===== src/logic/rlwc_pkg.sv =====
package rlwc_pkg;

  // **********************************************************
  // Register map and field layout
  // **********************************************************
  localparam logic [23:0] REG_NV_ADDR = 24'h000002;
  localparam logic [23:0] REG_V_ADDR = 24'h070002;
  localparam int LAT_POS = 4;
  localparam int LAT_W = 4;
  localparam int QUAD_POS = 1;
  localparam logic [7:0] CFG_RESET = 8'h00;
  // Writable bits; the reserved bits 3, 2 and 0 always hold zero.
  localparam logic [7:0] CFG_WR_MASK = 8'hF2;

  // **********************************************************
  // Command opcodes
  // **********************************************************
  localparam logic [7:0] OP_WRITE_ANY_REGISTER_CMD = 8'h71;
  localparam logic [7:0] OP_READ_ANY_REGISTER_CMD = 8'h65;
  localparam logic [7:0] OP_RDCFG1 = 8'h35;
  localparam logic [7:0] OP_READ = 8'h03;
  localparam logic [7:0] OP_FAST = 8'h0B;
  localparam logic [7:0] OP_DIOR = 8'hBB;
  localparam logic [7:0] OP_QOR = 8'h6B;
  localparam logic [7:0] OP_SSRD = 8'h4B;

  // **********************************************************
  // Lane widths, counts and reset values
  // **********************************************************
  localparam logic [2:0] LANES_1 = 3'h1;
  localparam logic [2:0] LANES_2 = 3'h2;
  localparam logic [2:0] LANES_4 = 3'h4;
  localparam logic [1:0] ADDR_LAST = 2'h2;
  // Idle levels of {io3, io2, io1, io0, cs_n, sck} after reset.
  localparam logic [5:0] PIN_IDLE = 6'h22;

  typedef enum logic [2:0]
  {
    ST_CMD,
    ST_ADDR,
    ST_DUMMY,
    ST_DATA_IN,
    ST_DATA_OUT,
    ST_IGNORE
  } rlwc_state_t;

endpackage


===== src/logic/rlwc_sync.sv =====
`timescale 1ns/1ps
module rlwc_sync #(
  parameter int W = 1,
  parameter logic [W-1:0] INIT = '0
)
(
  input wire logic i_mclk,          // System clock.
  input wire logic i_srst,          // Synchronous reset.
  input wire logic [W-1:0] i_async, // Pins from outside.
  output logic [W-1:0] o_sync       // Second stage.
);

  logic [W-1:0] meta;

  // Two stages; only the second stage is visible to the block.
  always_ff @(posedge i_mclk)
  begin
    if (i_srst)
    begin
      meta <= INIT;
      o_sync <= INIT;
    end
    else
    begin
      meta <= i_async;
      o_sync <= meta;
    end
  end

endmodule


===== src/logic/rlwc_rx.sv =====
`timescale 1ns/1ps
module rlwc_rx
(
  input wire logic i_mclk,        // System clock.
  input wire logic i_srst,        // Synchronous reset.
  input wire logic i_clear,       // Restart byte framing.
  input wire logic i_strobe,      // Sample point, one cycle.
  input wire logic [2:0] i_width, // Lanes per sample: 1, 2 or 4.
  input wire logic [3:0] i_io,    // Synchronised data lines.
  output logic [7:0] o_byte,      // Last complete byte.
  output logic o_done             // Byte complete pulse.
);

  logic [7:0] shift;
  logic [2:0] count;
  logic [7:0] next_shift;
  logic [2:0] next_count;

  // Bits arrive most significant first, the highest lane leading.
  assign next_shift = (i_width == rlwc_pkg::LANES_4) ?
                      {shift[3:0], i_io} :
                      (i_width == rlwc_pkg::LANES_2) ?
                      {shift[5:0], i_io[1:0]} : {shift[6:0], i_io[0]};
  assign next_count = 3'(count + i_width);

  // The bit counter wraps at eight, so bytes follow back to back.
  always_ff @(posedge i_mclk)
  begin
    if (i_srst || i_clear)
    begin
      shift <= 8'h00;
      count <= 3'h0;
      o_done <= 1'b0;
      o_byte <= 8'h00;
    end
    else
    begin
      o_done <= i_strobe && (next_count == 3'h0);
      if (i_strobe)
      begin
        shift <= next_shift;
        count <= next_count;
        if (next_count == 3'h0)
          o_byte <= next_shift;
      end
    end
  end

endmodule


===== src/logic/rlwc_top.sv =====
`timescale 1ns/1ps
// Notes on behaviour
// - Written by generic write; read by two commands.
// - Address 0x000002 writes the non-volatile copy.
// - Address 0x070002 writes the volatile copy only.
// - Generic read answers at either address.
// - Latency code in bits 7:4, default zero.
// - Code is plain binary count of cycles.
// - Latency applies to memory and sector reads.
// - Each dummy cycle is one whole clock.
// - Dummy cycles sit between address and data.
// - Bit 1 selects four-line data width.
// - Bits 3, 2 and 0 read zero.
// - Both copies exist and are writable; only the volatile one is readable.
// - Two-line protocol carries everything on two lines.
// - Dual I/O: command single, rest on two.
// - Quad data: command, address single; data four.
// - Mode byte cycles count inside the latency.
// - Hardware reset copies non-volatile into volatile.
// - Every configuration read returns the volatile copy.
// - Non-volatile write updates both copies.
// - Quad width turns protect, reset pins into data.
module rlwc_top
(
  input wire logic i_mclk,          // System clock, 25 MHz.
  input wire logic i_srst,          // Synchronous reset, high.
  input wire logic i_sck,           // Serial clock pin.
  input wire logic i_cs_n,          // Chip select pin, low.
  input wire logic [3:0] i_io,      // Data pins; 2 is protect, 3 reset.
  input wire logic i_two_line,      // Two-line protocol selected.
  input wire logic i_write_allowed, // Register writes enabled.
  input wire logic [7:0] i_rd_data, // Array byte at o_rd_addr.
  output logic [3:0] o_io,          // Data pin drive values.
  output logic [3:0] o_io_oe,       // Data pin enables, high drives.
  output logic o_wp,                // Write protect level seen.
  output logic o_hw_reset,          // Hardware reset pin active.
  output logic [23:0] o_rd_addr,    // Array read address.
  output logic o_rd_special,        // Read targets the special sector.
  output logic [3:0] o_latency,     // Active dummy cycle count.
  output logic o_quad               // Active quad width bit.
);

  // **********************************************************
  // Helpers
  // **********************************************************
  function automatic logic is_mem_rd(input logic [7:0] op);
    return op == rlwc_pkg::OP_READ || op == rlwc_pkg::OP_FAST ||
           op == rlwc_pkg::OP_DIOR || op == rlwc_pkg::OP_QOR ||
           op == rlwc_pkg::OP_SSRD;
  endfunction

  function automatic logic [2:0] addr_lanes(input logic [7:0] op,
                                            input logic two);
    return (two || op == rlwc_pkg::OP_DIOR) ?
           rlwc_pkg::LANES_2 : rlwc_pkg::LANES_1;
  endfunction

  function automatic logic [2:0] data_lanes(input logic [7:0] op,
                                            input logic two);
    return (op == rlwc_pkg::OP_QOR && !two) ?
           rlwc_pkg::LANES_4 : addr_lanes(op, two);
  endfunction

  // **********************************************************
  // Pin synchronisers and edge detection
  // **********************************************************
  logic [5:0] pins;
  logic sck_d;
  logic cs_d;

  rlwc_sync #(.W(6), .INIT(rlwc_pkg::PIN_IDLE)) u_sync
  (
    .i_mclk(i_mclk),
    .i_srst(i_srst),
    .i_async({i_io, i_cs_n, i_sck}),
    .o_sync(pins)
  );

  // Serial clock is at most an eighth of ours, so edges are clean.
  wire sck_rise = pins[0] && !sck_d;
  wire sck_fall = !pins[0] && sck_d;
  wire active = !pins[1];
  wire cs_end = pins[1] && !cs_d;
  wire [3:0] io_s = pins[5:2];

  always_ff @(posedge i_mclk)
  begin
    if (i_srst)
    begin
      sck_d <= 1'b0;
      cs_d <= 1'b1;
    end
    else
    begin
      sck_d <= pins[0];
      cs_d <= pins[1];
    end
  end

  // **********************************************************
  // Configuration copies
  // **********************************************************
  logic [7:0] cfg_nv;
  logic [7:0] cfg_v;
  logic [7:0] wdata;
  logic wr_pend;
  logic [23:0] addr;
  logic [7:0] opcode;

  wire [3:0] lat = cfg_v[rlwc_pkg::LAT_POS +: rlwc_pkg::LAT_W];
  wire [3:0] lat_m1 = 4'(lat - 4'h1);
  wire quad = cfg_v[rlwc_pkg::QUAD_POS];
  wire hw_rst = !quad && !io_s[3];
  wire hit_nv = addr == rlwc_pkg::REG_NV_ADDR;
  wire hit_v = addr == rlwc_pkg::REG_V_ADDR;
  wire commit = cs_end && wr_pend && i_write_allowed;
  wire [7:0] wr_val = wdata & rlwc_pkg::CFG_WR_MASK;

  assign o_wp = quad ? 1'b1 : io_s[2];
  assign o_hw_reset = hw_rst;
  assign o_latency = lat;
  assign o_quad = quad;

  // Factory value after power-up; flops stand in for the array cells.
  always_ff @(posedge i_mclk)
  begin
    if (i_srst)
    begin
      cfg_nv <= rlwc_pkg::CFG_RESET;
      cfg_v <= rlwc_pkg::CFG_RESET;
    end
    else
    begin
      if (commit && hit_nv)
        cfg_nv <= wr_val;
      if (hw_rst)
        cfg_v <= cfg_nv;
      else if (commit && (hit_nv || hit_v))
        cfg_v <= wr_val;
    end
  end

  // **********************************************************
  // Command sequencer
  // **********************************************************
  rlwc_pkg::rlwc_state_t state;
  rlwc_pkg::rlwc_state_t next_state;
  rlwc_pkg::rlwc_state_t cmd_next;
  rlwc_pkg::rlwc_state_t addr_next;
  logic [1:0] byte_idx;
  logic [3:0] dummy_cnt;
  logic [7:0] rx_byte;
  logic rx_done;

  wire [2:0] rx_width = (state == rlwc_pkg::ST_CMD) ?
                        (i_two_line ? rlwc_pkg::LANES_2 : rlwc_pkg::LANES_1) :
                        addr_lanes(opcode, i_two_line);
  wire rx_strobe = sck_rise && (state == rlwc_pkg::ST_CMD ||
                   state == rlwc_pkg::ST_ADDR ||
                   state == rlwc_pkg::ST_DATA_IN);

  rlwc_rx u_rx
  (
    .i_mclk(i_mclk),
    .i_srst(i_srst),
    .i_clear(!active || hw_rst),
    .i_strobe(rx_strobe),
    .i_width(rx_width),
    .i_io(io_s),
    .o_byte(rx_byte),
    .o_done(rx_done)
  );

  // accepted commands
  // Quad data reads are refused while the width bit is clear.
  assign cmd_next = (rx_byte == rlwc_pkg::OP_RDCFG1) ?
                    rlwc_pkg::ST_DATA_OUT :
                    (rx_byte == rlwc_pkg::OP_WRITE_ANY_REGISTER_CMD ||
                     rx_byte == rlwc_pkg::OP_READ_ANY_REGISTER_CMD ||
                     (is_mem_rd(rx_byte) &&
                      (rx_byte != rlwc_pkg::OP_QOR || quad))) ?
                    rlwc_pkg::ST_ADDR : rlwc_pkg::ST_IGNORE;
  assign addr_next = (opcode == rlwc_pkg::OP_WRITE_ANY_REGISTER_CMD) ?
                     rlwc_pkg::ST_DATA_IN :
                     (opcode == rlwc_pkg::OP_READ_ANY_REGISTER_CMD || lat == 4'h0) ?
                     rlwc_pkg::ST_DATA_OUT : rlwc_pkg::ST_DUMMY;

  always_comb
  begin
    next_state = state;
    if (!active || hw_rst)
      next_state = rlwc_pkg::ST_CMD;
    else
      case (state)
        rlwc_pkg::ST_CMD:
          if (rx_done)
            next_state = cmd_next;
        rlwc_pkg::ST_ADDR:
          if (rx_done && byte_idx == rlwc_pkg::ADDR_LAST)
            next_state = addr_next;
        rlwc_pkg::ST_DUMMY:
          if (sck_rise && dummy_cnt == lat_m1)
            next_state = rlwc_pkg::ST_DATA_OUT;
        rlwc_pkg::ST_DATA_IN:
          if (rx_done)
            next_state = rlwc_pkg::ST_IGNORE;
        default:
          next_state = state;
      endcase
  end

  // Address and write data collection.
  always_ff @(posedge i_mclk)
  begin
    if (i_srst)
    begin
      state <= rlwc_pkg::ST_CMD;
      opcode <= 8'h00;
      addr <= 24'h000000;
      byte_idx <= 2'h0;
      dummy_cnt <= 4'h0;
      wdata <= 8'h00;
      wr_pend <= 1'b0;
      o_rd_special <= 1'b0;
    end
    else
    begin
      state <= next_state;
      if (!active)
      begin
        byte_idx <= 2'h0;
        dummy_cnt <= 4'h0;
        wr_pend <= 1'b0;
      end
      if (state == rlwc_pkg::ST_CMD && rx_done)
      begin
        opcode <= rx_byte;
        o_rd_special <= rx_byte == rlwc_pkg::OP_SSRD;
      end
      if (state == rlwc_pkg::ST_ADDR && rx_done)
      begin
        addr <= {addr[15:0], rx_byte};
        byte_idx <= 2'(byte_idx + 2'h1);
      end
      if (state == rlwc_pkg::ST_DUMMY && sck_rise)
        dummy_cnt <= 4'(dummy_cnt + 4'h1);
      if (state == rlwc_pkg::ST_DATA_IN && rx_done)
      begin
        wdata <= rx_byte;
        wr_pend <= 1'b1;
      end
    end
  end

  // **********************************************************
  // Data output
  // **********************************************************
  logic [7:0] tx_shift;
  logic [2:0] tx_cnt;
  logic [23:0] rd_addr;

  wire [2:0] out_w = data_lanes(opcode, i_two_line);
  wire [7:0] reg_val = (opcode == rlwc_pkg::OP_RDCFG1 || hit_nv || hit_v)
                       ? (cfg_v & rlwc_pkg::CFG_WR_MASK) : 8'h00;
  wire [7:0] src_byte = is_mem_rd(opcode) ? i_rd_data : reg_val;
  wire tx_load = tx_cnt == 3'h0;
  wire tx_step = sck_fall && state == rlwc_pkg::ST_DATA_OUT;
  wire [7:0] next_tx = tx_load ? src_byte : 8'(tx_shift << out_w);
  wire [2:0] tx_groups = (out_w == rlwc_pkg::LANES_4) ? 3'h1 :
                         (out_w == rlwc_pkg::LANES_2) ? 3'h3 : 3'h7;
  wire [3:0] next_io = (out_w == rlwc_pkg::LANES_4) ? next_tx[7:4] :
                       (out_w == rlwc_pkg::LANES_2) ?
                       {2'h0, next_tx[7:6]} : {2'h0, next_tx[7], 1'b0};
  wire [3:0] next_oe = (out_w == rlwc_pkg::LANES_4) ? 4'hF :
                       (out_w == rlwc_pkg::LANES_2) ? 4'h3 : 4'h2;

  assign o_rd_addr = rd_addr;

  // data after dummy
  // Pins change on the falling edge so the host samples on rising.
  always_ff @(posedge i_mclk)
  begin
    if (i_srst || !active || hw_rst)
    begin
      tx_shift <= 8'h00;
      tx_cnt <= 3'h0;
      o_io <= 4'h0;
      o_io_oe <= 4'h0;
    end
    else if (tx_step)
    begin
      tx_shift <= next_tx;
      tx_cnt <= tx_load ? tx_groups : 3'(tx_cnt - 3'h1);
      o_io <= next_io;
      o_io_oe <= next_oe;
    end
  end

  // Array address follows each loaded byte.
  always_ff @(posedge i_mclk)
  begin
    if (i_srst)
      rd_addr <= 24'h000000;
    else if (state == rlwc_pkg::ST_ADDR && rx_done)
      rd_addr <= {addr[15:0], rx_byte};
    else if (tx_step && tx_load && is_mem_rd(opcode))
      rd_addr <= 24'(rd_addr + 24'h000001);
  end

  // **********************************************************
  // Checks
  // **********************************************************
  logic [4:0] rise_cnt;

  always_ff @(posedge i_mclk)
  begin
    if (i_srst || state == rlwc_pkg::ST_ADDR)
      rise_cnt <= 5'h00;
    else if (state == rlwc_pkg::ST_DUMMY && sck_rise)
      rise_cnt <= 5'(rise_cnt + 5'h01);
  end
endmodule


===== config.mk =====
export PLATFORM = sky130hd
export DESIGN_NAME = rlwc_top
export DESIGN_NICKNAME = d
export VERILOG_FILES = /design/src/logic/rlwc_pkg.sv /design/src/logic/rlwc_sync.sv /design/src/logic/rlwc_rx.sv /design/src/logic/rlwc_top.sv
export SDC_FILE = /design/constraint.sdc
export NUM_CORES = 1
export LEC_CHECK = 0
export BUFFER_PORTS_ARGS = -buffer_cell sky130_fd_sc_hd__buf_2
export CORE_ASPECT_RATIO = 1.5
export CORE_MARGIN = 2
export CORE_UTILIZATION = 32
export CTS_BUF_LIST = sky130_fd_sc_hd__clkbuf_16
export CTS_CLUSTER_DIAMETER = 60
export DETAILED_ROUTE_END_ITERATION = 7
export SLEW_MARGIN = 20
export SYNTH_ARGS = -nofsm -noshare
export SYNTH_HDL_FRONTEND = slang
export SYNTH_HIERARCHICAL = 1
export SYNTH_SLANG_ARGS = --single-unit

===== constraint.sdc =====
create_clock -name i_mclk -period 3.9 [get_ports i_mclk]
set_input_delay 0.585 -clock i_mclk [delete_from_list [all_inputs] [get_ports i_mclk]]
set_output_delay 0.585 -clock i_mclk [all_outputs]
set_load 0.01 [all_outputs]

==> results.md, run 1 <==
- Status: finished, final reports clean
- Antenna cells: 0
- Placed Cells incl. Taps: 1047
- Cts bufs inserted: 17
- CTS Hold Bufs: 0
- Seq/Total Area, Yosys: around 41%
- Largest net degree at the start of global routing: 61
- Setup_tns: 0 ns
- FF-to-FF path depth: 12
- Post-DRT Antenna Nets: 0
- Crit path max fanout: 13
- Most common cell after layout, fill and taps aside: dfxtp_1
- Share of cells above drive strength 1: approximately 15%
- Synth Register Bits: roughly 130
- Worst setup endpoint: u_rx/o_byte[5]$_SDFFE_PP0P_
- First-pass GRT wire length: 27900 um
- Fmax: approximately 300 MHz
- Mapped Area: 6400 um^2
- Highest-count cells in the layout ignoring fill and taps: dfxtp_1 (132), nand2_1 (103), nor2_1 (72)
- Routed WL per cell: 16.0 um
- DRT iter0 DRCs: 364
- Count of final max-slew check failures: 0
- Drt drc: 0
- CTS H-tree depth: 4
- Clock power share: 51.4%
- Mapped Cells: 763
- Worst setup SP type: register
- Ys Warns: 6
- RSZ-0062 raised after global routing: false
- RR Startpoint: opcode[6]$_SDFFE_PP0P_
- Leak: 2.74 nW
- Comb pwr share: under 10%
- TritonCTS Sinks: 132
- CP Capture Type: register
- Die footprint: 21200 um^2
- Final #Nets: around 830
- Global Route Usage Sum: 16.6%
- Cell Area, Placed: 6890 um^2
- Mean Syn Cell Area: ~8.4 um^2
- Sequential power share: 45.4%
- Post-CTS Resized: 0
- Worst VDD drop: approximately 0.28 mV
- CTS tree: built
- Reg-to-reg endpoint: u_rx/o_byte[5]$_SDFFE_PP0P_
- Max cap viols: 0
- Setup-failing EPs final: 0
- Number of global-route vias before repair: 5399
- Hpwl dp: 12300 um
- Asr flop ratio synth: 0%
- Row count: 63
- Layout Utilization: between 30 and 40%
- Core Area: 19700 um^2
- PwrDens: 403 nW/um^2
- P_sw: 683 uW
- Io pins: 58
- WS Path Type: register to register
- Clk_lat worst skew: 0.42 ns
- Initial antenna violation count: 0
- Die width: 119 um
- Internal cell power: 2.32 mW
- Clock transition at the registers of the reported paths: 0.06 ns
- Number of synthesized flops with an enable pin: 0
- Final hold violation count: 0
- Worst setup path start: opcode[6]$_SDFFE_PP0P_
- Via Count: 5704
- GPL Wtd Cong: 0.806
- Max-Slew Margin vs Limit: 50.0%
- Post-CTS Setup Repair Bufs: 0
- Gr ovfl total: 0
- Final critical-path share of the clock period: 85.7%
- CP Data Arrival Time: 3.71 ns
- Area Growth Syn to Fin: 16.5%
- Die span in y: 177 um
- Initial Utilization: 32.5%
- R2R setup slack: 0.56 ns
- DR pass1 iterations: 5
- IO buf count: 57
- Routed vias/inst: ~5.3
- Sw Ratio: 22.7%
- Final Instance Area: 7450 um^2
- Worst-margin pin slew: 0.748 ns
- Max Buffers Root-to-Sink: 2
- Fin Clk Skew: 0.00828 ns
- Critical Path RT: approximately 4.3 ns
- Synth Flop Type: dfxtp_1
- Minimum clock period: about 3.3 ns
- Drt total wl: 17200 um
- Layout Cells excl Fill: between 1000 and 1500
- CTS Root Cell: clkbuf_16
- Synth cell types: 77
- HP Class: primary input to register
[through the flow]
| stage | setup slack, ns | hold WS, ns | total power [mW] |
|---|---|---|---|
| finish | 0.556 | 0.339 | 3.01 |
| global route | 0.356 | 0.324 | 3.11 |
| CTS | 0.603 | 0.317 | 3.04 |
| detailed placement | 0.612 | 0.397 | 1.49 |
| global placement | 0.716 | 0.393 | 1.49 |
| floorplan | 1.03 | 0.383 | 1.46 |
[kinds of logic after synthesis]
kind of cell	after synthesis	synth area share, %
AOI/OAI and AO/OA	203	20.8
other	1	0.0586
muxes	20	3.21
xor gates and xnor gates	15	2.27
DFF	132	41.3
and+or+nand+nor	320	26.5
buffers and inverters	64	4.15
adders and majority gates	8	1.68
[sequential cells by signal, summed over array words and instances, names as in the netlist, 5 cells and up]
name,count
u_sync/o_sync,6
wdata,5
o_rd_addr,24
u_sync/meta,6
tx_shift,7
u_rx/o_byte,8
opcode,8
cfg_nv,5
u_rx/shift,7
addr,24
cfg_v,5
[synthesized netlist by cell type, drive strengths merged (6+ instances only)]
cell    instances  area [um^2]
dfxtp         132         2640
inv            21         78.8
nor2           73          277
xor2            9         78.8
or3b            8         70.1
clkbuf         36          135
a211oi         19          143
and2           10         62.6
nor3           12         76.3
nand3          11         55.1
nand4          13         81.3
mux2i          19          190
or3            10         62.6
a31o            6         52.6
o21ai          30          150
a21oi          70          354
a31oi          16          100
nand2b          8         50.1
nor2b          11         68.8
buf             7         51.3
nand2         104          398
o211a           6         60.1
ha              7         87.6
and3            8         50.1
nor4            9         86.3
or2            13         81.3
o31ai           8         60.1
[power by group through the flow]
stage	Combinational [mW]	Sequential [mW]	Clock, mW
after global routing	0.106	1.37	1.64
after detailed placement	0.0942	1.39	0
after global placement	0.0948	1.39	0
after floorplan	0.0678	1.39	0
after CTS	0.0945	1.36	1.58
final	0.0949	1.37	1.55
[area by class of cell]
| type | count | area, um^2 |
|---|---|---|
| Clock buffer | 17 | 425 |
| Clock inverter | 14 | 139 |
| Fill cell | 2041 | 12300 |
| Inverter | 21 | 78.8 |
| Multi-Input combinational cell | 570 | 3510 |
| Sequential cell | 132 | 2640 |
| Tap cell | 260 | 325 |
| Timing Repair Buffer | 64 | 338 |
[critical path, cell delays in order, from the launching register on]
cell and delay, ns:
dfxtp_1 0.44, and4b_1 0.32, nand2_1 0.10, nor2_1 0.04
or2_2 0.40, inv_1 0.27, ha_1 0.19, inv_1 0.05
fa_1 0.51, nand3b_1 0.17, or2_1 0.37, o31ai_1 0.27
and2_1 0.15
[how the worst min path moves through the flow]
stage                               from                     endpoint  depth (start not counted)
2_1_floorplan  u_sync/meta[1]$_SDFF_PP1_  u_sync/o_sync[1]$_SDFF_PP1_                          1
4_1_cts                          i_io[3]    u_sync/meta[5]$_SDFF_PP1_                          2
6_report                         i_io[3]    u_sync/meta[5]$_SDFF_PP1_                          2
3_5_place_dp   u_sync/meta[1]$_SDFF_PP1_  u_sync/o_sync[1]$_SDFF_PP1_                          1
5_1_grt                          i_io[3]    u_sync/meta[5]$_SDFF_PP1_                          2
3_3_place_gp   u_sync/meta[5]$_SDFF_PP1_  u_sync/o_sync[5]$_SDFF_PP1_                          1
[routing by layer]
layer  track usage (%)  wire, um  vias to the layer above
met4              7.01       354                        0
met3              3.38       636                       27
met1              18.8      7150                     2724
met5                 0         0                        -
li1                  -         -                     2831
met2              30.1      9100                      122
No activity file was read; power rests on OpenSTA's default activity.
==> run 2: changes to the inputs <==
Settings changed: CAP_MARGIN set to 20, CTS_CLUSTER_SIZE set to 24, RECOVER_POWER set to 100.
==> results.md, run 2 (same netlist as run 1, synthesis figures left out) <==
- Crit path top cell by count: inv_1
- Via Count: between 5000 and 6000
- Setup WS pre-CTS: between 0.6 and 0.7 ns
- CTS H-tree depth: 4
- Number of global-route vias before repair: 5399
- HP Class: primary input to register
- Die span in y: 177 um
- Routed WL per cell: between 15 and 20 um
- Final critical-path share of the clock period: approximately 87%
- CP Data Arrival Time: 3.75 ns
- Max Buffers Root-to-Sink: 2
- Status: finished, violations left
- Hpwl dp: 12300 um
- Routed vias/inst: 5.27
- Die width: 119 um
- Most common cell after layout, fill and taps aside: dfxtp_1
- Gr ovfl total: 0
- Area Growth Syn to Fin: 15.3%
- Crit-path leading delay family: simple AND/OR/NAND/NOR gates
- Final hold slack: 0.339 ns
- Initial Utilization: 32.5%
- Global Route Usage Sum: roughly 17%
- Count of final max-slew check failures: 6
- Antenna cells: 0
- Share of cells above drive strength 1: under 10%
- Drt total wl: roughly 17000 um
- CP Cell Sequence: and4b_1 > nand2_1 > nor2_1 > or2_2 > inv_1 > ha_1 > inv_1 > fa_1 > nand3b_1 > or2_0 > o31ai_1 > and2_0
- Layout Utilization: 37.4%
- TritonCTS Sinks: 132
- Leak: 2.55 nW
- Clk_lat worst skew: 0.43 ns
- Setup_tns: 0 ns
- CP max-delay cell: fa_1
- CTS Hold Bufs: 0
- CP peak stage delay: approximately 0.51 ns
- Cts bufs inserted: 17
- Crit path buf inv count: 2
- Final #Nets: 832
- CP Capture Type: register
- Minimum clock period: 3.38 ns
- Post-CTS Setup Repair Bufs: 0
- Row count: 63
- DRT iter0 DRCs: roughly 350
- Worst-margin pin slew: between 1.5 and 2 ns
- Final hold violation count: 0
- Worst VDD drop: 0.281 mV
- Fmax: between 200 and 300 MHz
- First-pass GRT wire length: 27900 um
- Setup-failing EPs final: 0
- Fillers: 2066
- CTS tree: built
- WS Path Type: register to register
- PwrDens: 407 nW/um^2
- Die footprint: 21200 um^2
- Worst setup SP type: register
- RSZ-0062 raised after global routing: false
- Largest net degree at the start of global routing: 61
- Initial antenna violation count: 0
- Post-CTS Resized: 0
- Fin Clk Skew: 0.00979 ns
- IO buf count: between 50 and 60
- Post-DRT Antenna Nets: 0
- Io pins: 58
- Highest-count cells in the layout ignoring fill and taps: dfxtp_1 (132), nand2_1 (103), nor2_1 (73)
- Max-Slew Margin vs Limit: -12.7%
- Drt drc: 0
- DR pass1 iterations: 5
- Core Area: just under 20000 um^2
- Violated checks: max-capacitance violations, max-slew violations
- GPL Wtd Cong: 0.806
- Critical Path RT: 4.26 ns
- Max cap viols: 1
- Setup WS post-layout: 0.517 ns
- Clock transition at the registers of the reported paths: 0.06 ns
- CTS Root Cell: clkbuf_16
- Crit path max fanout: 13
run 2: worst paths after layout:
path,start,cells after the start,to,slack (ns)
worst max-delay path,opcode[6]$_SDFFE_PP0P_,12,u_rx/o_byte[5]$_SDFFE_PP0P_,0.52
worst min-delay path,i_io[3],2,u_sync/meta[5]$_SDFF_PP1_,0.34
worst max register to register,opcode[6]$_SDFFE_PP0P_,12,u_rx/o_byte[5]$_SDFFE_PP0P_,0.52
worst min register to register,u_sync/meta[5]$_SDFF_PP1_,1,u_sync/o_sync[5]$_SDFF_PP1_,0.41
run 2: through the flow:
| stage | std cells | total power, mW | area, um^2 |
|---|---|---|---|
| after floorplan | 766 | 1.46 | 6410 |
| after global placement | 1047 | 1.49 | 6890 |
| after detailed placement | 1047 | 1.49 | 6890 |
| after CTS | 1078 | 3.04 | 7450 |
| after global routing | 1078 | 3.11 | 7370 |
| final | 1078 | 3.00 | 7370 |
run 2: cell type report:
| type | instances | area, um^2 | area share (%) |
|---|---|---|---|
| clock buffers | 17 | 425 | 5.77 |
| multi-input cells | 570 | 3480 | 47.2 |
| well taps | 260 | 325 | 4.41 |
| clock inverters | 14 | 139 | 1.88 |
| flip-flops and latches | 132 | 2640 | 35.8 |
| inverters | 21 | 78.8 | 1.07 |
| repair buffers | 64 | 282 | 3.82 |
run 2: routing by layer:
| metal | vias up | routed length [um] | GRT usage (%) |
|---|---|---|---|
| met4 | 0 | 343 | 7.01 |
| met1 | 2709 | 7250 | 18.8 |
| met5 | - | 0 | 0 |
| met3 | 25 | 569 | 3.38 |
| li1 | 2836 | - | - |
| met2 | 116 | 9050 | 30.1 |
run 2: where the power goes:
group	total [mW]	internal (mW)	switching, mW
Clock	1.54	0.929	0.614
Sequential	1.37	1.36	0.00766
Combinational	0.0938	0.0346	0.0592
Total	3.00	2.32	0.681
